## config.mk

```make
export PLATFORM = sky130hd
export DESIGN_NAME = extended_rotate_skip_alu
export DESIGN_NICKNAME = d
export VERILOG_FILES = /design/src/pkg/ext_alu_pkg.sv /design/src/core/sub_flag_calc.sv /design/src/core/ext_alu_unit.sv /design/src/core/extended_rotate_skip_alu.sv
export SDC_FILE = /design/constraint.sdc
export NUM_CORES = 1
export LEC_CHECK = 0
export ABC_AREA = 1
export BUFFER_PORTS_ARGS = -buffer_cell sky130_fd_sc_hd__buf_2
export CORE_UTILIZATION = 55
export CTS_CLUSTER_DIAMETER = 80
export DETAILED_ROUTE_END_ITERATION = 8
export GPL_ROUTABILITY_DRIVEN = 0
export PLACE_DENSITY = 0.92
export SLEW_MARGIN = 10
export SYNTH_ARGS = -nofsm -noshare
export SYNTH_HDL_FRONTEND = slang
export SYNTH_SLANG_ARGS = --single-unit
```

## constraint.sdc

```tcl
create_clock -name pclk -period 3.9 [get_ports pclk]
set_input_delay 0.78 -clock pclk [delete_from_list [all_inputs] [get_ports pclk]]
set_output_delay 0.78 -clock pclk [all_outputs]
set_load 0.005 [all_outputs]
```

## src/pkg/ext_alu_pkg.sv

```systemverilog
// Shared constants, encodings and helpers for the extended rotate/skip datapath
package ext_alu_pkg;

  // ==========================================================================
  // Register map (byte addresses on APB)
  localparam int APB_ADDR_W = 12;
  localparam logic [APB_ADDR_W-1:0] ACC_OFS = 12'h000;
  localparam logic [APB_ADDR_W-1:0] FLAGS_OFS = 12'h004;
  localparam logic [APB_ADDR_W-1:0] CTRL_OFS = 12'h008;
  localparam logic [APB_ADDR_W-1:0] LAST_OFS = 12'h00c;

  // ==========================================================================
  // Field positions and reset values
  localparam int FLAG_W = 6;
  localparam int FLAG_C_BIT = 0;
  localparam int FLAG_AC_BIT = 1;
  localparam int FLAG_Z_BIT = 2;
  localparam int FLAG_OV_BIT = 3;
  localparam int FLAG_SC_BIT = 4;
  localparam int FLAG_CZ_BIT = 5;
  localparam logic [FLAG_W-1:0] FLAG_NONE_MASK = 6'h00;
  localparam logic [FLAG_W-1:0] FLAG_C_MASK = 6'h01;
  localparam logic [FLAG_W-1:0] FLAG_SUB_MASK = 6'h3f;
  localparam int CTRL_EN_BIT = 0;
  localparam int LAST_SKIP_BIT = 8;
  localparam int LAST_ILL_BIT = 9;
  localparam int LAST_BUSY_BIT = 10;
  localparam logic [7:0] ACC_RST = 8'h00;
  localparam logic [FLAG_W-1:0] FLAGS_RST = 6'h00;
  localparam logic CTRL_EN_RST = 1'b1;
  localparam logic [7:0] BYTE_ONES = 8'hff;
  localparam logic [7:0] BYTE_ONE = 8'h01;

  // ==========================================================================
  // Operation codes presented by the sequencer
  typedef enum logic [4:0] {
    op_rotate_left_mem = 5'h00,
    op_rotate_left_to_acc = 5'h01,
    op_rotate_left_thru_carry_mem = 5'h02,
    op_rotate_left_thru_carry_to_acc = 5'h03,
    op_rotate_right_mem = 5'h04,
    op_rotate_right_to_acc = 5'h05,
    op_rotate_right_thru_carry_mem = 5'h06,
    op_rotate_right_thru_carry_to_acc = 5'h07,
    op_subtract_borrow_to_acc = 5'h08,
    op_subtract_borrow_to_mem = 5'h09,
    op_subtract_to_acc = 5'h0a,
    op_subtract_to_mem = 5'h0b,
    op_decrement_skip_zero_mem = 5'h0c,
    op_decrement_skip_zero_to_acc = 5'h0d,
    op_increment_skip_zero_mem = 5'h0e,
    op_increment_skip_zero_to_acc = 5'h0f,
    op_set_all_bits = 5'h10,
    op_set_one_bit = 5'h11,
    op_skip_if_nonzero = 5'h12,
    op_skip_if_bit_nonzero = 5'h13,
    op_skip_if_zero = 5'h14,
    op_move_and_skip_if_zero = 5'h15,
    op_nibble_exchange_mem = 5'h16,
    op_nibble_exchange_to_acc = 5'h17
  } op_e;

  // Sequencing states
  typedef enum logic [1:0] {
    st_idle = 2'b00,
    st_fetch = 2'b01,
    st_exec = 2'b10,
    st_dummy = 2'b11
  } state_e;

  // ==========================================================================
  // Helpers
  function automatic logic byte_is_zero(input logic [7:0] value);
    return (value == 8'h00);
  endfunction : byte_is_zero

  function automatic logic [7:0] bit_mask(input logic [2:0] sel);
    return BYTE_ONE << sel;
  endfunction : bit_mask

  function automatic logic op_uses_borrow(input op_e op);
    return (op == op_subtract_borrow_to_acc) || (op == op_subtract_borrow_to_mem);
  endfunction : op_uses_borrow

endpackage : ext_alu_pkg

```

## src/core/sub_flag_calc.sv

```systemverilog
// Subtractor with full arithmetic flag generation
`timescale 1ns/1ps
module sub_flag_calc (
  input wire logic [7:0] minuend, // Accumulator value
  input wire logic [7:0] subtrahend, // Memory byte
  input wire logic borrow_in, // Inverted carry for borrow forms, else 0
  input wire logic chain, // Borrow form: zero flag chains with previous
  input wire logic cz_in, // Previous chained-zero flag
  output logic [7:0] result, // Difference
  output logic [ext_alu_pkg::FLAG_W-1:0] flags // Flags after the subtract
);
  import ext_alu_pkg::*;

  // ==========================================================================
  // Arithmetic
  logic [8:0] full;
  logic [4:0] low;
  logic ov;
  logic zero;

  // Ninth bit of the difference is the borrow out
  assign full = {1'b0, minuend} - {1'b0, subtrahend} - {8'h00, borrow_in};
  assign low = {1'b0, minuend[3:0]} - {1'b0, subtrahend[3:0]} - {4'h0, borrow_in};
  assign ov = (minuend[7] ^ subtrahend[7]) & (minuend[7] ^ full[7]);
  assign zero = byte_is_zero(full[7:0]);
  assign result = full[7:0];

  // Carry reads as not-borrow: cleared on a negative result
  always_comb begin
    flags = FLAGS_RST;
    flags[FLAG_C_BIT] = ~full[8]; // RULE8
    flags[FLAG_AC_BIT] = ~low[4]; // RULE9
    flags[FLAG_Z_BIT] = zero; // RULE9
    flags[FLAG_OV_BIT] = ov; // RULE9
    flags[FLAG_SC_BIT] = full[7] ^ ov; // RULE9
    flags[FLAG_CZ_BIT] = chain ? (zero & cz_in) : zero; // RULE9
  end

endmodule : sub_flag_calc

```

## src/core/ext_alu_unit.sv

```systemverilog
// Combinational operation decode and result selection
`timescale 1ns/1ps
module ext_alu_unit (
  input wire ext_alu_pkg::op_e op, // Operation being executed
  input wire logic [7:0] mem_byte, // Byte read from data memory
  input wire logic carry, // Current carry flag
  input wire logic [2:0] bitsel, // Bit index for bit forms
  input wire logic [7:0] sub_result, // Difference from the subtractor
  input wire logic [ext_alu_pkg::FLAG_W-1:0] sub_flags, // Subtractor flags
  output logic [7:0] result, // Value to write
  output logic to_mem, // Result goes back to memory
  output logic to_acc, // Result goes to the accumulator
  output logic [ext_alu_pkg::FLAG_W-1:0] flag_mask, // Flags that change
  output logic [ext_alu_pkg::FLAG_W-1:0] flag_val, // New flag values
  output logic skip, // Skip the following instruction
  output logic illegal // Unknown operation code
);
  import ext_alu_pkg::*;

  // ==========================================================================
  // Result selection
  logic [7:0] dec_val;
  logic [7:0] inc_val;

  assign dec_val = mem_byte - BYTE_ONE;
  assign inc_val = mem_byte + BYTE_ONE;

  // Unknown codes only raise illegal rather than guess at a neighbour
  // Paired forms except subtract: even code writes memory, odd code the accumulator
  always_comb begin
    result = mem_byte;
    to_mem = 1'b0;
    to_acc = 1'b0;
    flag_mask = FLAG_NONE_MASK;
    flag_val = sub_flags;
    skip = 1'b0;
    illegal = 1'b0;
    case (op)
      op_rotate_left_mem, op_rotate_left_to_acc: begin
        result = {mem_byte[6:0], mem_byte[7]}; // RULE1
        {to_acc, to_mem} = {op[0], ~op[0]}; // RULE5
      end
      op_rotate_left_thru_carry_mem, op_rotate_left_thru_carry_to_acc: begin
        result = {mem_byte[6:0], carry}; // RULE2
        flag_mask = FLAG_C_MASK;
        flag_val[FLAG_C_BIT] = mem_byte[7]; // RULE2
        {to_acc, to_mem} = {op[0], ~op[0]}; // RULE5
      end
      op_rotate_right_mem, op_rotate_right_to_acc: begin
        result = {mem_byte[0], mem_byte[7:1]}; // RULE3
        {to_acc, to_mem} = {op[0], ~op[0]}; // RULE5
      end
      op_rotate_right_thru_carry_mem, op_rotate_right_thru_carry_to_acc: begin
        result = {carry, mem_byte[7:1]}; // RULE4
        flag_mask = FLAG_C_MASK;
        flag_val[FLAG_C_BIT] = mem_byte[0]; // RULE4
        {to_acc, to_mem} = {op[0], ~op[0]}; // RULE5
      end
      op_subtract_borrow_to_acc, op_subtract_borrow_to_mem,
      op_subtract_to_acc, op_subtract_to_mem: begin
        result = sub_result; // RULE6 RULE7
        flag_mask = FLAG_SUB_MASK; // RULE9
        to_mem = (op == op_subtract_borrow_to_mem) || (op == op_subtract_to_mem);
        to_acc = (op == op_subtract_borrow_to_acc) || (op == op_subtract_to_acc);
      end
      op_decrement_skip_zero_mem, op_decrement_skip_zero_to_acc: begin
        result = dec_val; // RULE10
        skip = byte_is_zero(dec_val); // RULE10 RULE12
        {to_acc, to_mem} = {op[0], ~op[0]}; // RULE12
      end
      op_increment_skip_zero_mem, op_increment_skip_zero_to_acc: begin
        result = inc_val; // RULE11
        skip = byte_is_zero(inc_val); // RULE11 RULE12
        {to_acc, to_mem} = {op[0], ~op[0]}; // RULE12
      end
      op_set_all_bits: begin
        result = BYTE_ONES; // RULE14
        to_mem = 1'b1;
      end
      op_set_one_bit: begin
        result = mem_byte | bit_mask(bitsel); // RULE15
        to_mem = 1'b1;
      end
      op_skip_if_nonzero: skip = ~byte_is_zero(mem_byte); // RULE16
      op_skip_if_bit_nonzero: skip = ~byte_is_zero(mem_byte & bit_mask(bitsel)); // RULE16
      op_skip_if_zero: skip = byte_is_zero(mem_byte); // RULE17
      op_move_and_skip_if_zero: begin
        to_acc = 1'b1; // RULE18
        skip = byte_is_zero(mem_byte); // RULE18
      end
      op_nibble_exchange_mem, op_nibble_exchange_to_acc: begin
        result = {mem_byte[3:0], mem_byte[7:4]}; // RULE19
        {to_acc, to_mem} = {op[0], ~op[0]}; // RULE20
      end
      default: illegal = 1'b1;
    endcase
  end

endmodule : ext_alu_unit

```

## src/core/extended_rotate_skip_alu.sv

```systemverilog
// Extended-instruction execution block: rotate, subtract, skip, set, swap
//
// Summary of operation
// (RULE1) Left rotate: bit 7 into bit 0
// (RULE2) Left through carry: carry in, bit 7 out
// (RULE3) Right rotate: bit 0 into bit 7
// (RULE4) Right through carry: carry in, bit 0 out
// (RULE5) Accumulator forms leave memory byte unchanged
// (RULE6) Borrow subtract: acc minus mem minus not-carry
// (RULE7) Plain subtract: acc minus mem, either destination
// (RULE8) Subtract carry clear when negative, else set
// (RULE9) Subtract updates all six arithmetic flags
// (RULE10) Decrement, write back, skip on zero
// (RULE11) Increment, write back, skip on zero
// (RULE12) Accumulator inc/dec forms skip on accumulator zero
// (RULE13) Skip takes two cycles with dummy
// (RULE14) Byte set writes all ones, no flags
// (RULE15) Bit set forces one chosen bit only
// (RULE16) Non-zero test skips on byte or bit
// (RULE17) Zero test skips, changes nothing
// (RULE18) Move to accumulator and skip on zero
// (RULE19) Nibble swap in place, no flags
// (RULE20) Accumulator nibble swap leaves memory unchanged
// (RULE21) Full address reaches any memory section
// (RULE22) Dummy cycle suppresses discarded instruction writes
//
// The register addresses and the APB register port were decided locally.
`timescale 1ns/1ps
module extended_rotate_skip_alu #(
  parameter int MEM_ADDR_W = 12 // Full data memory address, section bits included
) (
  input wire logic pclk, // Clock, 10 MHz
  input wire logic presetn, // Asynchronous reset, active low
  input wire logic psel, // APB select
  input wire logic penable, // APB enable
  input wire logic pwrite, // APB write
  input wire logic [ext_alu_pkg::APB_ADDR_W-1:0] paddr, // APB byte address
  input wire logic [31:0] pwdata, // APB write data
  output logic [31:0] prdata, // APB read data
  output logic pready, // APB ready
  output logic pslverr, // APB error
  input wire logic ex_valid, // Sequencer presents an instruction
  input wire ext_alu_pkg::op_e ex_op, // Operation code
  input wire logic [MEM_ADDR_W-1:0] ex_addr, // Operand address
  input wire logic [2:0] ex_bit, // Bit index for bit forms
  output logic ex_ready, // Instruction is taken when valid and ready
  output logic ex_done, // Execution finished, one cycle
  output logic skip_taken, // Next instruction is to be skipped, one cycle
  output logic dummy_cycle, // Dummy slot in progress
  output logic discarded, // Skipped instruction absorbed, one cycle
  output logic mem_rd_en, // Memory read strobe
  output logic mem_wr_en, // Memory write strobe
  output logic [MEM_ADDR_W-1:0] mem_addr, // Memory address
  output logic [7:0] mem_wdata, // Memory write data
  input wire logic [7:0] mem_rdata, // Read data, valid cycle after strobe
  output logic [7:0] acc_value, // Accumulator
  output logic [ext_alu_pkg::FLAG_W-1:0] flag_value // Status flags
);
  import ext_alu_pkg::*;

  // ==========================================================================
  // State record
  typedef struct packed {
    state_e state;
    logic ready;
    logic done;
    logic skip;
    logic dummy;
    logic discard;
    logic busy;
    logic rd_en;
    logic wr_en;
    logic [MEM_ADDR_W-1:0] addr;
    logic [7:0] wdata;
    op_e op;
    logic [2:0] bitsel;
    logic [7:0] acc;
    logic [FLAG_W-1:0] flags;
    logic enable;
    logic [7:0] last_res;
    logic last_skip;
    logic last_illegal;
    logic pready;
    logic pslverr;
    logic [31:0] prdata;
  } regs_s;

  regs_s r_ff;
  regs_s nxt_r;

  // ==========================================================================
  // Datapath
  logic [7:0] sub_res;
  logic [FLAG_W-1:0] sub_flags;
  logic [7:0] u_result;
  logic u_to_mem;
  logic u_to_acc;
  logic [FLAG_W-1:0] u_mask;
  logic [FLAG_W-1:0] u_flags;
  logic u_skip;
  logic u_illegal;

  // Borrow forms feed the inverted carry as borrow
  sub_flag_calc u_sub (
    .minuend(r_ff.acc),
    .subtrahend(mem_rdata),
    .borrow_in(op_uses_borrow(r_ff.op) & ~r_ff.flags[FLAG_C_BIT]), // RULE6
    .chain(op_uses_borrow(r_ff.op)),
    .cz_in(r_ff.flags[FLAG_CZ_BIT]),
    .result(sub_res),
    .flags(sub_flags)
  );

  ext_alu_unit u_unit (
    .op(r_ff.op),
    .mem_byte(mem_rdata),
    .carry(r_ff.flags[FLAG_C_BIT]),
    .bitsel(r_ff.bitsel),
    .sub_result(sub_res),
    .sub_flags(sub_flags),
    .result(u_result),
    .to_mem(u_to_mem),
    .to_acc(u_to_acc),
    .flag_mask(u_mask),
    .flag_val(u_flags),
    .skip(u_skip),
    .illegal(u_illegal)
  );

  // ==========================================================================
  // Next-state logic
  logic apb_setup;
  logic apb_done;
  logic addr_ok;
  logic [31:0] rd_word;

  // One wait state on every APB access keeps prdata and pready registered
  always_comb begin
    rd_word = 32'h0000_0000;
    addr_ok = 1'b1;
    nxt_r = r_ff;
    nxt_r.done = 1'b0;
    nxt_r.skip = 1'b0;
    nxt_r.discard = 1'b0;
    nxt_r.rd_en = 1'b0;
    nxt_r.wr_en = 1'b0;
    apb_setup = psel & penable & ~r_ff.pready;
    apb_done = psel & penable & r_ff.pready;
    case (paddr)
      ACC_OFS: rd_word = {24'h000000, r_ff.acc};
      FLAGS_OFS: rd_word = {26'h0000000, r_ff.flags};
      CTRL_OFS: rd_word = {31'h00000000, r_ff.enable};
      LAST_OFS: begin
        rd_word = {21'h000000, r_ff.busy, r_ff.last_illegal, r_ff.last_skip, r_ff.last_res};
        addr_ok = ~pwrite;
      end
      default: addr_ok = 1'b0;
    endcase
    nxt_r.pready = apb_setup;
    nxt_r.pslverr = apb_setup & ~addr_ok;
    nxt_r.prdata = (apb_setup & ~pwrite & addr_ok) ? rd_word : 32'h0000_0000;
    // Software writes land first so execution below overrides them
    if (apb_done & pwrite) begin
      case (paddr)
        ACC_OFS: nxt_r.acc = pwdata[7:0];
        FLAGS_OFS: nxt_r.flags = pwdata[FLAG_W-1:0];
        CTRL_OFS: nxt_r.enable = pwdata[CTRL_EN_BIT];
        default: nxt_r.enable = r_ff.enable;
      endcase
    end
    unique case (r_ff.state)
      st_idle: begin
        if (ex_valid && r_ff.ready) begin
          nxt_r.op = ex_op;
          nxt_r.addr = ex_addr; // RULE21
          nxt_r.bitsel = ex_bit;
          nxt_r.rd_en = 1'b1;
          nxt_r.ready = 1'b0;
          nxt_r.state = st_fetch;
        end else begin
          nxt_r.ready = nxt_r.enable;
        end
      end
      st_fetch: nxt_r.state = st_exec;
      st_exec: begin
        nxt_r.done = 1'b1;
        nxt_r.skip = u_skip;
        nxt_r.last_res = u_result;
        nxt_r.last_skip = u_skip;
        nxt_r.last_illegal = u_illegal;
        if (u_to_mem) begin
          nxt_r.wr_en = 1'b1; // RULE5
          nxt_r.wdata = u_result;
        end
        if (u_to_acc) begin
          nxt_r.acc = u_result;
        end
        // Only flags the operation owns change; the rest keep any software write
        nxt_r.flags = (nxt_r.flags & ~u_mask) | (u_flags & u_mask); // RULE8 RULE9
        if (u_skip) begin
          nxt_r.state = st_dummy; // RULE13
          nxt_r.dummy = 1'b1;
          nxt_r.ready = 1'b1;
        end else begin
          nxt_r.state = st_idle; // RULE13
          nxt_r.ready = nxt_r.enable;
        end
      end
      st_dummy: begin
        // The skipped instruction is taken and dropped with no write of any kind
        if (ex_valid && r_ff.ready) begin
          nxt_r.discard = 1'b1; // RULE22
          nxt_r.dummy = 1'b0;
          nxt_r.state = st_idle;
          nxt_r.ready = nxt_r.enable;
        end
      end
    endcase
    nxt_r.busy = (nxt_r.state != st_idle);
  end

  // ==========================================================================
  // State register
  always_ff @(posedge pclk or negedge presetn) begin
    if (!presetn) begin
      r_ff <= '{default: '0, state: st_idle, op: op_rotate_left_mem, acc: ACC_RST,
                flags: FLAGS_RST, enable: CTRL_EN_RST};
    end else begin
      r_ff <= nxt_r;
    end
  end

  // ==========================================================================
  // Outputs, all straight from the state register
  assign prdata = r_ff.prdata;
  assign pready = r_ff.pready;
  assign pslverr = r_ff.pslverr;
  assign ex_ready = r_ff.ready;
  assign ex_done = r_ff.done;
  assign skip_taken = r_ff.skip;
  assign dummy_cycle = r_ff.dummy;
  assign discarded = r_ff.discard;
  assign mem_rd_en = r_ff.rd_en;
  assign mem_wr_en = r_ff.wr_en;
  assign mem_addr = r_ff.addr;
  assign mem_wdata = r_ff.wdata;
  assign acc_value = r_ff.acc;
  assign flag_value = r_ff.flags;

endmodule : extended_rotate_skip_alu

```

==> flow_metrics.py <==
metrics = {
    "yosys": {
        "syn_area_per_cell_um2": 7.18,
        "async_reset_ff_frac": 1.00,
        "yosysTopAreaCell": "dfrtp_1",
        "yosys_warnings": 0,
        "netlist.area_leader.share": 0.341,
        "synth.area.mux_share": 0,
        "synth_top_flop_cell": "dfrtp_1",
        "synth.distinct_cells": 43,
        "synth.area.top_cells": "dfrtp_1 34%, nand2_1 15%, buf_4 9.3%, inv_1 5.6%, nand3_1 4.5%",
        "ys_ff_latch": 76,
        "yosys.area_share.adder": 0.0459,
        "synth-simple-area-share": 0.304,
        "netlist_area_mm2": 0.00550,
        "synth_commonest_cells": "217 x nand2_1, 82 x inv_1, 75 x dfrtp_1",
        "synth_compound_area_frac": 0.114,
        "synth-edff-count": 0,
        "yosysSeqAreaShare": 0.346,
        "synth-xor-area-share": 0.0189,
        "synth_top_family_by_area": "simple AND/OR/NAND/NOR gates",
        "syn_inst": 767,
        "synth.most_common_cell": "nand2_1",
    },
    "cts": {
        "cts_setup_buffers": 0,
        "cts_max_path_buffers": 2,
        "root_buffer": "clkbuf_8",
        "clkLatencyLatePin_ns": 0.35,
        "cts_tree": "done",
        "clk_pin_slew_ns": 0.08,
        "cts_max_level": 3,
        "cts-resized-gates": 0,
        "cts_buffers": 9,
        "cts_hold_buf": 0,
        "cts.sinks": 76,
    },
    "global_routing": {
        "grt_max_degree": 77,
        "antenna_found_initial": 0,
        "grt_use_total": 0.272,
        "grt_pass1_wl_mm": 21.9,
        "grt-ovfl-total": 0,
        "grt_pass1_vias": 4543,
    },
    "final_layout": {
        "syn_to_final_growth_pct": 7.66,
        "drive_gt1_frac": 0.205,
        "instances_no_fill": 961,
        "fin_area_mm2": 0.00593,
        "fillers": 892,
        "diodes": 0,
        "finalNetCount": 920,
    },
    "routing": {
        "met3_length_mm": 1.36,
        "routed_wl_mm": 13.8,
        "detail-route-antenna-nets": 0,
        "m1WireLength_mm": 5.75,
        "routedWlPerCell_um": 14.4,
        "drtPass1Iterations": 7,
        "highest_layer": "met4",
        "wl_met2_mm": 6.28,
        "post-route-drc-count": 0,
        "num_vias": 5272,
        "avgViaCountPerCell": 5.49,
        "drtIter0Drc": 518,
    },
    "pwr": {
        "pwr-share-clk": 0.146,
        "p_int_mw": 2.16,
        "pwr-share-seq": 0.323,
        "power.total_mw": 4.17,
        "ir_drop_mv": 0.414,
        "combPwrFrac": 0.531,
        "p_leak_nw": 3.22,
        "power.net_switching_mw": 2.02,
        "p_sw_frac": 0.483,
        "cellPowerDensity_mw_per_mm2": 704,
    },
    "job": {
        "cap_violations": 0,
    },
    "sta": {
        "fin_crit_sh": 0.814,
        "fin_ws_ns": 0.727,
        "tightestPinTransition_ns": 0.920,
        "fmax_mhz": 315,
        "skew_ns": 0.0101,
        "period_needed_ns": 3.17,
        "slew-limit-headroom": 0.387,
        "rsz0062_at_grt": "no",
        "finalHoldViolations": 0,
        "setup_viol": 0,
        "setup_tns_ns": 0,
        "maxSlewViolCount": 0,
    },
    "floorplanning": {
        "die_h_um": 102,
        "core_area_mm2": 0.00973,
        "die_w_um": 102,
        "initial_core_util": 0.566,
        "row_count": 36,
        "die_area_mm2": 0.0104,
        "ios": 153,
    },
    "hold_path": {
        "hold_path_class": "flop to flop",
    },
    "placed_design": {
        "io_buffer_count": 107,
        "dp_hpwl_mm": 10.4,
        "placed_cell_area_mm2": 0.00572,
        "dp_cells": 945,
        "post-place-ws_ns": 0.651,
    },
    "setup_path": {
        "start_kind": "flop",
        "cpPeakStageDelay_ns": 0.57,
        "cpMaxStageDelayCell": "dfrtp_1",
        "path_max_fanout": 11,
        "worstPathRequired_ns": 4.19,
        "critPathTopFamily": "adder cells",
        "path_class": "flop to flop",
        "crit_buf_inv": 0,
        "arrival_ns": 3.46,
        "cp-end-kind": "flop",
        "crit_path_cell_trace": "nor2_2 -> nand4_1 -> fa_1 -> fa_1 -> o21ai_0 -> nand2_1 -> xor2_1 -> o211ai_1 -> nand3_1 -> nand2_1",
    },
    "outcome": {
        "status": "complete, no violations",
    },
}
==> state kept, by name, indices dropped and copies added, names as in the netlist, 6 cells and up <==
register    count
acc_value       8
flag_value      6
mem_addr       12
mem_wdata       8
prdata         11
r_ff           22
==> per-layer routing <==
| layer | global-route usage | vias to the layer above |
|---|---|---|
| met5 | 0 | - |
| met4 | 0.119 | 0 |
| met3 | 0.0472 | 54 |
| met2 | 0.422 | 349 |
| met1 | 0.375 | 2370 |
| li1 | - | 2499 |
==> worst paths after layout <==
check / start / end / slack (ns) / cells past startpoint
hold / removal: mem_addr[1] / mem_addr[1] / 0.47 / 2
max in group asynchronous: presetn / mem_addr[6] / 2.74 / 1
hold reg to reg: mem_addr[1] / mem_addr[1] / 0.47 / 2
setup / recovery: r_ff[66] / acc_value[4] / 0.73 / 10
min in group asynchronous: presetn / flag_value[1] / 0.55 / 1
setup reg to reg: r_ff[66] / acc_value[4] / 0.73 / 10
==> cell usage in the layout, fill, tap and decap left out, types with 3 or more instances in the layout <==
cell type     n
clkinvlp_4    3
xor2_1        9
o21ai_1      14
o21ai_2       4
buf_2       106
nor2_1       48
o211ai_1      6
a21oi_2       4
a21oi_1      21
nand2_1     217
o221ai_1      5
o22ai_1       5
nor2_2        6
nand4_1      22
nor3_2        5
nand3_1      49
inv_1        82
dfrtp_1      75
ha_1         17
nor3_1       14
buf_4         3
clkbuf_8     10
nor2_4        3
conb_1       21
o21ai_0      38
inv_2        14
==> logic make-up (layout without fill, tap and decap cells) <==
logic type               count (synthesis)  after routing
AO/OA/AOI/OAI                          105            105
XOR/XNOR                                11             11
adder cells (fa/ha/maj)                 19             19
buffers and inverters                  180            221
flip-flops                              76             76
other                                    1             21
AND/OR/NAND/NOR                        375            375
==> through the flow <==
| stage | hold slack [ns] | util |
|---|---|---|
| 3_5_place_dp | 0.457 | 0.588 |
| 2_1_floorplan | 0.443 | - |
| 6_report | 0.474 | 0.609 |
| 5_1_grt | 0.486 | 0.609 |
| 4_1_cts | 0.476 | 0.609 |
| 3_3_place_gp | 0.449 | 0.588 |
==> worst register-to-register path: stages, from the launching register on <==
cell and delay [ns]:
dfrtp_1 0.57, nor2_2 0.29, nand4_1 0.17, fa_1 0.46
fa_1 0.45, o21ai_0 0.25, nand2_1 0.15, xor2_1 0.19
o211ai_1 0.30, nand3_1 0.19, nand2_1 0.10
==> power by group through the flow <==
stage,clock network (mW),registers (mW),logic [mW]
after floorplan,0,1.23,1.81
after CTS,0.612,1.34,2.18
final,0.609,1.35,2.21
after detailed placement,0,1.35,2.16
after global placement,0,1.34,2.08
after global routing,0.652,1.38,2.49
==> cell type report <==
class,count,area [um2],area share
repair buffers,109,553,0.0933
clock buffers,11,141,0.0239
flip-flops and latches,76,1900,0.321
multi-input cells,531,2740,0.462
well taps,133,166,0.0281
clock inverters,5,61.3,0.0103
inverters,96,360,0.0608
Note: power is estimated with default switching activity, not from simulation.
